==> src/core/fcks_pkg.sv <==
package fcks_pkg;

   // Register offsets (byte addresses)
   localparam logic [7:0] OFF_ACCESS    = 8'h00;
   localparam logic [7:0] OFF_MAIN_KEY  = 8'h04;
   localparam logic [7:0] OFF_OPT_KEY   = 8'h08;
   localparam logic [7:0] OFF_STATUS    = 8'h0C;
   localparam logic [7:0] OFF_OP_CTRL   = 8'h10;
   localparam logic [7:0] OFF_TARGET    = 8'h14;
   localparam logic [7:0] OFF_OPT_STATE = 8'h1C;
   localparam logic [7:0] OFF_WRPROT    = 8'h20;
   localparam logic [7:0] OFF_IRQ_STAT  = 8'h24;
   localparam logic [7:0] OFF_IRQ_MASK  = 8'h28;

   // access_control fields
   localparam int WS_LSB   = 0;
   localparam int WS_MSB   = 2;
   localparam int PREFETCH_ENABLE_BIT = 4;
   localparam int PBST_BIT = 5;

   // operation_status fields (irq status and mask share the layout)
   localparam int BUSY_BIT = 0;
   localparam int PERR_BIT = 2;
   localparam int WERR_BIT = 4;
   localparam int DONE_BIT = 5;

   // operation_control fields
   localparam int PG_BIT     = 0;
   localparam int PER_BIT    = 1;
   localparam int MER_BIT    = 2;
   localparam int OBP_BIT    = 4;
   localparam int OBE_BIT    = 5;
   localparam int STA_BIT    = 6;
   localparam int LOCK_BIT   = 7;
   localparam int OBWEN_BIT  = 9;
   localparam int ERROR_IRQ_ENABLE_BIT  = 10;
   localparam int DONE_IRQ_ENABLE_BIT   = 12;
   localparam int OBLOAD_BIT = 13;

   // Reset values
   localparam logic [31:0] ACCESS_RST = 32'h0000_0000;
   localparam logic [31:0] STATUS_RST = 32'h0000_0000;
   localparam logic [31:0] TARGET_RST = 32'h0000_0000;
   localparam logic        LOCK_RST   = 1'b1;

   // Wait-state codes
   localparam logic [2:0] WS_ZERO = 3'h0;
   localparam logic [2:0] WS_ONE  = 3'h1;

   // Erased content of one flash halfword
   localparam logic [15:0] ERASED_HALF = 16'hFFFF;

   typedef enum logic [1:0] {
      ST_IDLE,
      ST_PROG,
      ST_ERASE
   } fcks_state_e;

   // Request towards the flash array
   typedef struct packed {
      logic        prog;
      logic        erase_page;
      logic        erase_mass;
      logic        opt_area;
      logic [31:0] addr;
      logic [15:0] wdata;
   } fcks_arr_req_s;

   // Answer from the flash array
   typedef struct packed {
      logic        done;
      logic        wp_hit;
      logic [15:0] old_data;
   } fcks_arr_rsp_s;

endpackage : fcks_pkg

==> src/core/fcks_regs.sv <==
// Behaviour
// - Wait-state code sets flash access latency
// - Prefetch enable bit, read-only prefetch state bit
// - Main unlock key write-only, reads zero
// - Option unlock key write-only, reads zero
// - Busy flag high during program or erase
// - Program onto non-erased halfword sets program error
// - Program onto protected address sets protect error
// - Operation end sets done flag
// - Reset clears status and access control
// - Lock only set; key sequence unlocks
// - Error interrupt when enabled and error flagged
// - Done interrupt when enabled and done flagged
module fcks_regs
   import fcks_pkg::*;
#(
   parameter logic [31:0] KEY_FIRST  = 32'h1234_5678,
   parameter logic [31:0] KEY_SECOND = 32'h9ABC_DEF0
) (
   // Clock and reset
   input  wire logic          clk,
   input  wire logic          sys_rst,
   // Register port
   input  wire logic [7:0]    reg_addr,
   input  wire logic [31:0]   reg_wdata,
   input  wire logic          reg_we,
   input  wire logic          reg_re,
   output logic      [31:0]   reg_rdata,
   // Flash array
   output fcks_arr_req_s      arr_req,
   input  wire fcks_arr_rsp_s arr_rsp,
   // Program requests from the memory bus
   input  wire logic          prog_req,
   input  wire logic [31:0]   prog_addr,
   input  wire logic [15:0]   prog_data,
   // Option and protection state
   input  wire logic [31:0]   opt_state,
   input  wire logic [31:0]   wrprot_state,
   // Access control and events
   output logic      [2:0]    wait_state_sel,
   output logic               prefetch_enable,
   output logic               prefetch_state,
   output logic               option_load,
   output logic               flash_irq
);

   fcks_state_e state_q;
   logic        op_in_progress;
   logic        lock_q;
   logic        key_stage_q;
   logic        opt_stage_q;
   logic        obwen_q;
   logic        pg_q;
   logic        per_q;
   logic        mer_q;
   logic        obp_q;
   logic        obe_q;
   logic        start_q;
   logic        error_irq_enable_q;
   logic        done_irq_enable_q;
   logic [31:0] target_q;
   logic [2:0]  irq_mask_q;
   logic [31:0] rdata_q;
   logic [31:0] rd_mux;

   logic wr_access;
   logic wr_key;
   logic wr_optkey;
   logic wr_status;
   logic wr_ctrl;
   logic wr_target;
   logic wr_mask;
   logic rd_irq;
   logic ctrl_open;
   logic prog_ok;
   logic prog_go;
   logic erase_go;
   logic set_perr;
   logic set_werr;
   logic set_done;

   // Flag order inside the sticky cells: {done, protect, program}
   logic [2:0] flag_set;
   logic [2:0] flag_clr;
   logic [2:0] flags;
   logic [2:0] irq_clr;
   logic [2:0] irq_stat;
   logic       program_error_flag;
   logic       protect_error_flag;
   logic       op_done_flag;

   assign wr_access = reg_we && (reg_addr == OFF_ACCESS);
   assign wr_key    = reg_we && (reg_addr == OFF_MAIN_KEY);
   assign wr_optkey = reg_we && (reg_addr == OFF_OPT_KEY);
   assign wr_status = reg_we && (reg_addr == OFF_STATUS);
   assign wr_ctrl   = reg_we && (reg_addr == OFF_OP_CTRL);
   assign wr_target = reg_we && (reg_addr == OFF_TARGET);
   assign wr_mask   = reg_we && (reg_addr == OFF_IRQ_MASK);
   assign rd_irq    = reg_re && (reg_addr == OFF_IRQ_STAT);
   assign ctrl_open = !lock_q;

   // Access control
   always_ff @(posedge clk) begin
      if (sys_rst) begin
         wait_state_sel  <= ACCESS_RST[WS_MSB:WS_LSB];
         prefetch_enable <= ACCESS_RST[PREFETCH_ENABLE_BIT];
      end else if (wr_access) begin
         // Reserved codes are stored as written
         wait_state_sel  <= reg_wdata[WS_MSB:WS_LSB];
         prefetch_enable <= reg_wdata[PREFETCH_ENABLE_BIT];
      end
   end

   // Prefetch buffer reports enabled one cycle after the request
   always_ff @(posedge clk) begin
      if (sys_rst) begin
         prefetch_state <= ACCESS_RST[PBST_BIT];
      end else begin
         prefetch_state <= prefetch_enable;
      end
   end

   // Main unlock: two keys in order; a wrong word restarts the sequence
   always_ff @(posedge clk) begin
      if (sys_rst) begin
         lock_q      <= LOCK_RST;
         key_stage_q <= 1'b0;
      end else if (wr_ctrl && reg_wdata[LOCK_BIT]) begin
         lock_q      <= 1'b1;
         key_stage_q <= 1'b0;
      end else if (wr_key && lock_q) begin
         if (!key_stage_q && reg_wdata == KEY_FIRST) begin
            key_stage_q <= 1'b1;
         end else if (key_stage_q && reg_wdata == KEY_SECOND) begin
            lock_q      <= 1'b0;
            key_stage_q <= 1'b0;
         end else begin
            key_stage_q <= 1'b0;
         end
      end
   end

   // Option unlock only counts while the main lock is open
   always_ff @(posedge clk) begin
      if (sys_rst) begin
         obwen_q     <= 1'b0;
         opt_stage_q <= 1'b0;
      end else if (lock_q || (wr_ctrl && reg_wdata[LOCK_BIT])) begin
         obwen_q     <= 1'b0;
         opt_stage_q <= 1'b0;
      end else if (wr_ctrl && !reg_wdata[OBWEN_BIT]) begin
         obwen_q <= 1'b0;
      end else if (wr_optkey) begin
         if (!opt_stage_q && reg_wdata == KEY_FIRST) begin
            opt_stage_q <= 1'b1;
         end else if (opt_stage_q && reg_wdata == KEY_SECOND) begin
            obwen_q     <= 1'b1;
            opt_stage_q <= 1'b0;
         end else begin
            opt_stage_q <= 1'b0;
         end
      end
   end

   // Operation control bits, writable only while unlocked
   always_ff @(posedge clk) begin
      if (sys_rst) begin
         pg_q    <= 1'b0;
         per_q   <= 1'b0;
         mer_q   <= 1'b0;
         obp_q   <= 1'b0;
         obe_q   <= 1'b0;
         error_irq_enable_q <= 1'b0;
         done_irq_enable_q  <= 1'b0;
      end else if (wr_ctrl && ctrl_open) begin
         pg_q    <= reg_wdata[PG_BIT];
         per_q   <= reg_wdata[PER_BIT];
         mer_q   <= reg_wdata[MER_BIT];
         obp_q   <= reg_wdata[OBP_BIT];
         obe_q   <= reg_wdata[OBE_BIT];
         error_irq_enable_q <= reg_wdata[ERROR_IRQ_ENABLE_BIT];
         done_irq_enable_q  <= reg_wdata[DONE_IRQ_ENABLE_BIT];
      end
   end

   // Program and erase launch decisions
   assign prog_ok  = prog_req && (state_q == ST_IDLE)
                     && (pg_q || (obp_q && obwen_q));
   assign set_werr = prog_ok && arr_rsp.wp_hit;
   assign set_perr = prog_ok && !arr_rsp.wp_hit
                     && (arr_rsp.old_data != ERASED_HALF);
   assign prog_go  = prog_ok && !arr_rsp.wp_hit
                     && (arr_rsp.old_data == ERASED_HALF);
   assign erase_go = wr_ctrl && ctrl_open && reg_wdata[STA_BIT]
                     && (state_q == ST_IDLE)
                     && (reg_wdata[PER_BIT] || reg_wdata[MER_BIT]
                         || (reg_wdata[OBE_BIT] && obwen_q));
   assign set_done = (state_q != ST_IDLE) && arr_rsp.done;

   always_ff @(posedge clk) begin
      if (sys_rst) begin
         state_q <= ST_IDLE;
      end else begin
         unique case (state_q)
            ST_IDLE: begin
               if (prog_go) begin
                  state_q <= ST_PROG;
               end else if (erase_go) begin
                  state_q <= ST_ERASE;
               end
            end
            ST_PROG, ST_ERASE: begin
               // Busy drops in the cycle the done flag is set
               if (arr_rsp.done) begin
                  state_q <= ST_IDLE;
               end
            end
            default: state_q <= ST_IDLE;
         endcase
      end
   end

   assign op_in_progress = (state_q != ST_IDLE);

   // Start bit is software-set and cleared when the operation ends
   always_ff @(posedge clk) begin
      if (sys_rst) begin
         start_q <= 1'b0;
      end else if (erase_go) begin
         start_q <= 1'b1;
      end else if (set_done) begin
         start_q <= 1'b0;
      end
   end

   // Target address follows the halfword being programmed
   always_ff @(posedge clk) begin
      if (sys_rst) begin
         target_q <= TARGET_RST;
      end else if (prog_go) begin
         target_q <= prog_addr;
      end else if (wr_target && ctrl_open) begin
         target_q <= reg_wdata;
      end
   end

   // Array launch strobes are one-cycle registered pulses
   always_ff @(posedge clk) begin
      if (sys_rst) begin
         arr_req <= '0;
      end else begin
         arr_req.prog       <= prog_go;
         arr_req.erase_page <= erase_go && reg_wdata[PER_BIT];
         arr_req.erase_mass <= erase_go && reg_wdata[MER_BIT];
         if (prog_go) begin
            arr_req.opt_area <= obp_q;
            arr_req.addr     <= prog_addr;
            arr_req.wdata    <= prog_data;
         end else if (erase_go) begin
            arr_req.opt_area <= reg_wdata[OBE_BIT];
            arr_req.addr     <= target_q;
         end
      end
   end

   always_ff @(posedge clk) begin
      if (sys_rst) begin
         option_load <= 1'b0;
      end else begin
         option_load <= wr_ctrl && ctrl_open && reg_wdata[OBLOAD_BIT];
      end
   end

   // Status flags: set by hardware, write one to clear
   assign flag_set = {set_done, set_werr, set_perr};
   assign flag_clr = wr_status ? {reg_wdata[DONE_BIT], reg_wdata[WERR_BIT],
                                  reg_wdata[PERR_BIT]} : 3'h0;

   fcks_sticky #(.W(3)) u_flags (
      .clk     (clk),
      .sys_rst (sys_rst),
      .set     (flag_set),
      .clr     (flag_clr),
      .q       (flags)
   );

   assign program_error_flag = flags[0];
   assign protect_error_flag = flags[1];
   assign op_done_flag       = flags[2];

   // Event status for the interrupt line, cleared by reading it
   assign irq_clr = rd_irq ? 3'h7 : 3'h0;

   fcks_sticky #(.W(3)) u_irq_stat (
      .clk     (clk),
      .sys_rst (sys_rst),
      .set     (flag_set),
      .clr     (irq_clr),
      .q       (irq_stat)
   );

   always_ff @(posedge clk) begin
      if (sys_rst) begin
         irq_mask_q <= 3'h0;
      end else if (wr_mask) begin
         irq_mask_q <= {reg_wdata[DONE_BIT], reg_wdata[WERR_BIT],
                        reg_wdata[PERR_BIT]};
      end
   end

   assign flash_irq =
      (error_irq_enable_q && (program_error_flag || protect_error_flag))
      || (done_irq_enable_q && op_done_flag)
      || (|(irq_stat & irq_mask_q));

   // Read mux; key registers and unmapped offsets read zero
   always_comb begin
      rd_mux = 32'h0000_0000;
      unique case (reg_addr)
         OFF_ACCESS: begin
            rd_mux[WS_MSB:WS_LSB] = wait_state_sel;
            rd_mux[PREFETCH_ENABLE_BIT]      = prefetch_enable;
            rd_mux[PBST_BIT]      = prefetch_state;
         end
         OFF_STATUS: begin
            rd_mux[BUSY_BIT] = op_in_progress;
            rd_mux[PERR_BIT] = program_error_flag;
            rd_mux[WERR_BIT] = protect_error_flag;
            rd_mux[DONE_BIT] = op_done_flag;
         end
         OFF_OP_CTRL: begin
            rd_mux[PG_BIT]    = pg_q;
            rd_mux[PER_BIT]   = per_q;
            rd_mux[MER_BIT]   = mer_q;
            rd_mux[OBP_BIT]   = obp_q;
            rd_mux[OBE_BIT]   = obe_q;
            rd_mux[STA_BIT]   = start_q;
            rd_mux[LOCK_BIT]  = lock_q;
            rd_mux[OBWEN_BIT] = obwen_q;
            rd_mux[ERROR_IRQ_ENABLE_BIT] = error_irq_enable_q;
            rd_mux[DONE_IRQ_ENABLE_BIT]  = done_irq_enable_q;
         end
         OFF_OPT_STATE: rd_mux = opt_state;
         OFF_WRPROT:    rd_mux = wrprot_state;
         OFF_IRQ_STAT: begin
            rd_mux[PERR_BIT] = irq_stat[0];
            rd_mux[WERR_BIT] = irq_stat[1];
            rd_mux[DONE_BIT] = irq_stat[2];
         end
         OFF_IRQ_MASK: begin
            rd_mux[PERR_BIT] = irq_mask_q[0];
            rd_mux[WERR_BIT] = irq_mask_q[1];
            rd_mux[DONE_BIT] = irq_mask_q[2];
         end
         default: rd_mux = 32'h0000_0000;
      endcase
   end

   // Read data stand only in the cycle after the strobe
   always_ff @(posedge clk) begin
      if (sys_rst) begin
         rdata_q <= 32'h0000_0000;
      end else begin
         rdata_q <= reg_re ? rd_mux : 32'h0000_0000;
      end
   end

   assign reg_rdata = rdata_q;
endmodule : fcks_regs

==> src/core/fcks_sticky.sv <==
module fcks_sticky
   import fcks_pkg::*;
#(
   parameter int W = 1
) (
   // Clock and reset
   input  wire logic         clk,
   input  wire logic         sys_rst,
   // Events and clears
   input  wire logic [W-1:0] set,
   input  wire logic [W-1:0] clr,
   output logic      [W-1:0] q
);

   // A set in the clear cycle wins so no event is lost
   always_ff @(posedge clk) begin
      if (sys_rst) begin
         q <= '0;
      end else begin
         q <= (q & ~clr) | set;
      end
   end

endmodule : fcks_sticky

==> config.mk <==
export PLATFORM = sky130hd
export DESIGN_NAME = fcks_regs
export DESIGN_NICKNAME = d
export VERILOG_FILES = /design/src/core/fcks_pkg.sv /design/src/core/fcks_regs.sv /design/src/core/fcks_sticky.sv
export SDC_FILE = /design/constraint.sdc
export NUM_CORES = 1
export LEC_CHECK = 0
export BUFFER_PORTS_ARGS = -buffer_cell sky130_fd_sc_hd__buf_2
export CORE_AREA = 2 2 117 119
export CTS_CLUSTER_DIAMETER = 120
export DETAILED_ROUTE_END_ITERATION = 6
export DIE_AREA = 0 0 119 121
export PLACE_DENSITY = 0.8
export RECOVER_POWER = 100
export SLEW_MARGIN = 15
export SYNTH_ARGS = -nofsm -noshare
export SYNTH_HDL_FRONTEND = slang
export SYNTH_HIERARCHICAL = 1
export SYNTH_SLANG_ARGS = --single-unit
==> constraint.sdc <==
create_clock -name clk -period 2.25 [get_ports clk]
set_input_delay 0.45 -clock clk [delete_from_list [all_inputs] [get_ports clk]]
set_output_delay 0.45 -clock clk [all_outputs]
set_load 0.01 [all_outputs]
; Word level (Yosys, flattened, before mapping)
; Cells that the tools add are included.
[word_totals]
mem_count = 0
input_bits = 175
ram_bits = 0
rom_bits = 0
out_inout_bits = 91
latchBits = 0
elab_cells = 143
register_bits = 145
[op_classes]
magnitude_cmp = 0
multipliers = 0
n_bitwise = 11
n_reduce_logical = 62
n_eq_ne = 17
div = 0
muxes = 25
shift = 0
addsub = 0
[ops]
columns = cell, count
row1 = $mux W33, 2
row2 = $mux W32, 2
row3 = $pmux W19 S2, 1
row4 = $logic_and A1 B1 Y1, 34
row5 = $eq A32 B29 Y1 const B, 1
row6 = $eq A32 B32 Y1 const B, 1
row7 = $eq A8 B5 Y1 const B, 3
row8 = $eq A8 B6 Y1 const B, 3
row9 = $eq A16 B16 Y1 const B, 1
row10 = $eq A8 B4 Y1 const B, 2
row11 = $ne A16 B16 Y1 const B, 1
row12 = $pmux W2 S7, 1
row13 = $pmux W2 S3, 2
row14 = $and A3 B3 Y3, 3
row15 = $eq A8 B3 Y1 const B, 1
row16 = $logic_not A8 Y1, 1
row17 = $reduce_bool A2 Y1, 4
row18 = $reduce_or A2 Y1, 4
row19 = $logic_or A1 B1 Y1, 7
row20 = $pmux W1 S7, 1
row21 = $mux W2, 3
row22 = $mux W3, 2
row23 = $not A3 Y3, 2
row24 = $or A3 B3 Y3, 2
row25 = 16 further kinds, 31

; Longest topological paths before layout
[logic_depth]
word_depth = 9
depth_mapped = 9

; Modules after synthesis
; Netlist, hierarchy kept.
[modules_own_cells]
columns = mod, cells_per_inst, instances, seq_area_each_um2, area_each_um2
row1 = fcks_regs, 701, 1, 2782.7, 6018.3
row2 = fcks_sticky, 12, 2, 60.1, 105.1

; Worst setup path before layout
; OpenSTA, ideal clock, no wires.
[synth_path]
path_type = input-to-reg
from = input arr_rsp[14] in the netlist's numbering
to = register target_q[28]
n_path_buf = 3
arrival_time_ns = 1.755
setup_ns = 0.137
stages = 7
setup_slack_ns = 0.359
cell_sequence = nand4_1 or4_1 clkbuf_1 buf_6 buf_6 o31ai_2 a31oi_1
[synth_between]
elab_chain_len = 3
[synth_rtl]
columns = element, line
row1 = "start, declared", fcks_regs.sv:31  ; input wire fcks_arr_rsp_s arr_rsp,
row2 = $eq A16 B16 Y1 *, fcks_regs.sv:193  ; && (arr_rsp.old_data == ERASED_HALF);
row3 = $logic_and A1 B1 Y1 *, fcks_regs.sv:193
row4 = $mux W32 or $reduce_bool A2 Y1 (tied branches), n/a
row5 = "end signal, assigned", fcks_regs.sv:241  ; target_q <= prog_addr;
row6 = "end signal, assigned", fcks_regs.sv:243  ; target_q <= reg_wdata;
row7 = "end, declared", fcks_regs.sv:61  ; logic [31:0] target_q;
; Every way passes the cells marked *; elsewhere a longest branch is shown, timed or not.
; A chain may end at the register's enable or synchronous reset.

; Worst setup path after layout
[layout_path]
from = input reg_addr[3]
to = register arr_req[48] in the netlist's numbering
[layout_between]
elab_chain_len = 7
[layout_rtl]
columns = element, line
row1 = "start, declared", fcks_regs.sv:24  ; input wire logic [7:0] reg_addr,
row2 = $eq A8 B5 Y1, fcks_regs.sv:96  ; assign wr_ctrl = reg_we && (reg_addr == OFF_OP_CTRL);
row3 = $logic_and A1 B1 Y1, fcks_regs.sv:96
row4 = $logic_and A1 B1 Y1 (2 in a row), fcks_regs.sv:194  ; assign erase_go = wr_ctrl && ctrl_open && reg_wdata[STA_BIT]
row5 = $logic_and A1 B1 Y1, fcks_regs.sv:195  ; && (state_q == ST_IDLE)
row6 = $logic_and A1 B1 Y1, fcks_regs.sv:196  ; && (reg_wdata[PER_BIT] || reg_wdata[MER_BIT]
row7 = $reduce_bool A2 Y1 (no line), n/a
row8 = "end, declared", fcks_regs.sv:30  ; output fcks_arr_req_s arr_req,
; No other way between the ends.

==> flow_summary.toml <==
[worst_setup_path]
reg2reg_setup_slack_ns = 0.22
cp_cell_sequence = "buf_2 -> nor4_1 -> clkbuf_1 -> and4_1 -> clkbuf_4 -> nand2_1 -> a311oi_1"
cp_slowest_stage_delay_ns = 0.47
critPathArrivalTime_ns = 2.39
worstPathMaxFanout = 14
cp-start-kind = "input port"
r2r_end = "target_q[5]$_SDFFE_PP0P_"
r2r-start = "state_q[0]$_SDFFE_PP0P_"
critical-path-top-delay-family = "buffers and inverters"
cpMaxStageDelayCell = "clkbuf_1"
critPathBufInv = 3
rr_worst_depth = 7
worstPathRequired_ns = 2.57
cp_num_cells = 7
crit_type = "in -> reg"
end_kind = "register"

[yosys]
synth_top_cell_by_area = "dfxtp_1"
ys.flop_type = "dfxtp_1"
syn_inst = 725
ys_warn_count = 6
synth_seq_area_share_pct = 46.6
syn-num-nets = 901
synth-edff-count = 0
yosysUniqueCellTypes = 60
ys_ff_latch = 145
syn_avg_cell_area_um2 = 8.59
ys_async_sr_fraction_pct = 0
synth_common_cells = "dfxtp_1 (145), nand2_1 (141), a31oi_1 (65)"
synth.most_common_cell = "dfxtp_1"
synth_top_area_share_pct = 46.6
syn-cell-area_um2 = 6230
ys_top_cells_by_area = "dfxtp_1 (47%), nand2_1 (8.5%), a31oi_1 (6.5%)"

[global_route]
grt_pass1_wl_um = 30500
gr-total-overflow = 0
grt_max_degree = 68
first_global_vias = 6093
track_usage_pct = 26.8
antenna_found_initial = 0

[clocking]
hold_buffers = 0
cts_tree = "done"
clkLatencyLatePin_ns = 0.41
ctsResizeCount = 0
clockBufferDepth = 2
post-cts-setup-buffers = 0
clk_pin_slew_worst_paths_ns = 0.06
cts_buffers = 17
htreeDepth = 4
cts_num_sinks = 145
root_buffer = "clkbuf_16"

[sta]
rsz0062_at_grt = "false"
slew_violations = 0
whs_ns = 0.275
setup_viol = 0
layout_setup_ws_ns = 0.185
fin_crit_sh_pct = 91.8
max_freq_mhz = 484
fin_tns_setup_ns = 0
slew_headroom_pct = 32.1
hold_viol_final = 0
fin_skew_ns = 0.00714
worst_pin_slew_ns = 1.02
post-route-min-period_ns = 2.07

[route]
drcViolationCount = 0
drtIter0Drc = 615
wl_per_cell_um = 16.8
via_per_inst = 5.62
final_antenna_net_count = 0
drt_first_pass_iters = 5
wirelength_um = 19800
dr_total_vias = 6611

[cells_and_area]
nNetsFinal = 1164
fin_util_pct = 63.0
drive_gt1_share_pct = 25.0
syn2layout_area_growth_pct = 32.4
final-instance-count-excl-fill = 1177

[pwr]
p_leak_uw = 0.00316
ir_worst_vdd_uv = 418
cellPowerDensity_nw_per_um2 = 674

[die]
dieHeight_um = 121
die-area_um2 = 14400
fp-row-count = 42
die_x_um = 119
core_area_um2 = 13100
pin_count = 266
initial_utilization_pct = 47.6

[min_path]
min_to = "reg_rdata[8]$_SDFF_PP0_"
hold_class = "in -> reg"
hold_start = "opt_state[8]"
worstHoldPathCells = 3

[place]
dp_hpwl_um = 14200
io_buffers = 265
placed_cells = 1145
place.gp.congestion = 0.910
post-place-ws_ns = 0.0881

[flow_run]
max_cap_viol_count = 0

[status]
status = "complete, no violations"
==> how the worst max path moves through the flow <==
stage	slack (ns)	start	to
global placement	0.20	reg_addr[3]	arr_req[27]$_SDFFE_PP0P_
floorplan	0.36	arr_rsp[14]	target_q[28]$_SDFFE_PP0P_
detailed placement	0.09	arr_rsp[10]	target_q[5]$_SDFFE_PP0P_
finish	0.18	reg_addr[3]	arr_req[48]$_SDFFE_PP0P_
CTS	0.22	state_q[0]$_SDFFE_PP0P_	arr_req[43]$_SDFFE_PP0P_
global route	0.03	sys_rst	reg_rdata[10]$_SDFF_PP0_
==> cells by family after synthesis <==
kind of cell | after synthesis | synth area share [%]
buf+inv | 72 | 5.24
simple gates | 278 | 21.8
mux | 23 | 3.76
fa+ha+maj | 1 | 0.201
xor+xnor | 1 | 0.141
compound gates | 205 | 22.3
flops | 145 | 46.6
==> cells in the final DEF, fill, tap and decap left out, types with 26 or more instances in the layout <==
cell type,instances
buf_2,174
dfxtp_1,145
nand2_1,140
clkbuf_1,98
a31oi_1,65
nor2_1,48
a22oi_1,33
o31ai_1,32
a21oi_1,27
buf_4,26
==> worst register-to-register path: cells and delay by family (launching register included) <==
family | cells | cell delay [ns]
compound gates | 2 | 0.51
flops | 1 | 0.31
buf+inv | 2 | 0.33
simple gates | 2 | 0.58
fa+ha+maj | 1 | 0.17
==> final cells by class <==
cell class | count | area (um^2)
antenna | 1 | 2.50
clock buffer | 26 | 499
clock inverter | 5 | 52.6
timing repair buffer | 302 | 1520
inverter | 14 | 52.6
fill | 1235 | 4840
multi-input combinational | 508 | 2990
tap | 176 | 220
sequential | 145 | 2900
==> state kept, by name (all words and copies together) (netlist names), 2 cells and up <==
| register | count |
|---|---|
| state_q | 2 |
| irq_mask_q | 3 |
| arr_req | 52 |
| wait_state_sel | 3 |
| target_q | 32 |
| u_flags/q | 3 |
| reg_rdata | 32 |
| u_irq_stat/q | 3 |
==> metal layers <==
layer | up-vias | track usage, % | routed length (um)
li1 | 3170 | - | -
met1 | 3020 | 33.3 | 8060
met2 | 376 | 44.4 | 9480
met3 | 45 | 6.20 | 1710
met4 | 0 | 12.4 | 565
met5 | - | 0 | 0
==> stage by stage <==
stage | power (uW) | area (um^2)
floorplan | 2730 | 6230
global placement | 2970 | 7860
detailed placement | 2970 | 7860
CTS | 5590 | 8410
global route | 5740 | 8240
finish | 5550 | 8240
==> power breakdown <==
group / switching (uW) / internal (uW) / leakage [uW]
sequential: 0.277 / 2570 / 0.00117
clock: 1010 / 1630 / 0.000270
combinational: 178 / 165 / 0.00172
(Power assumes the default switching activity.)
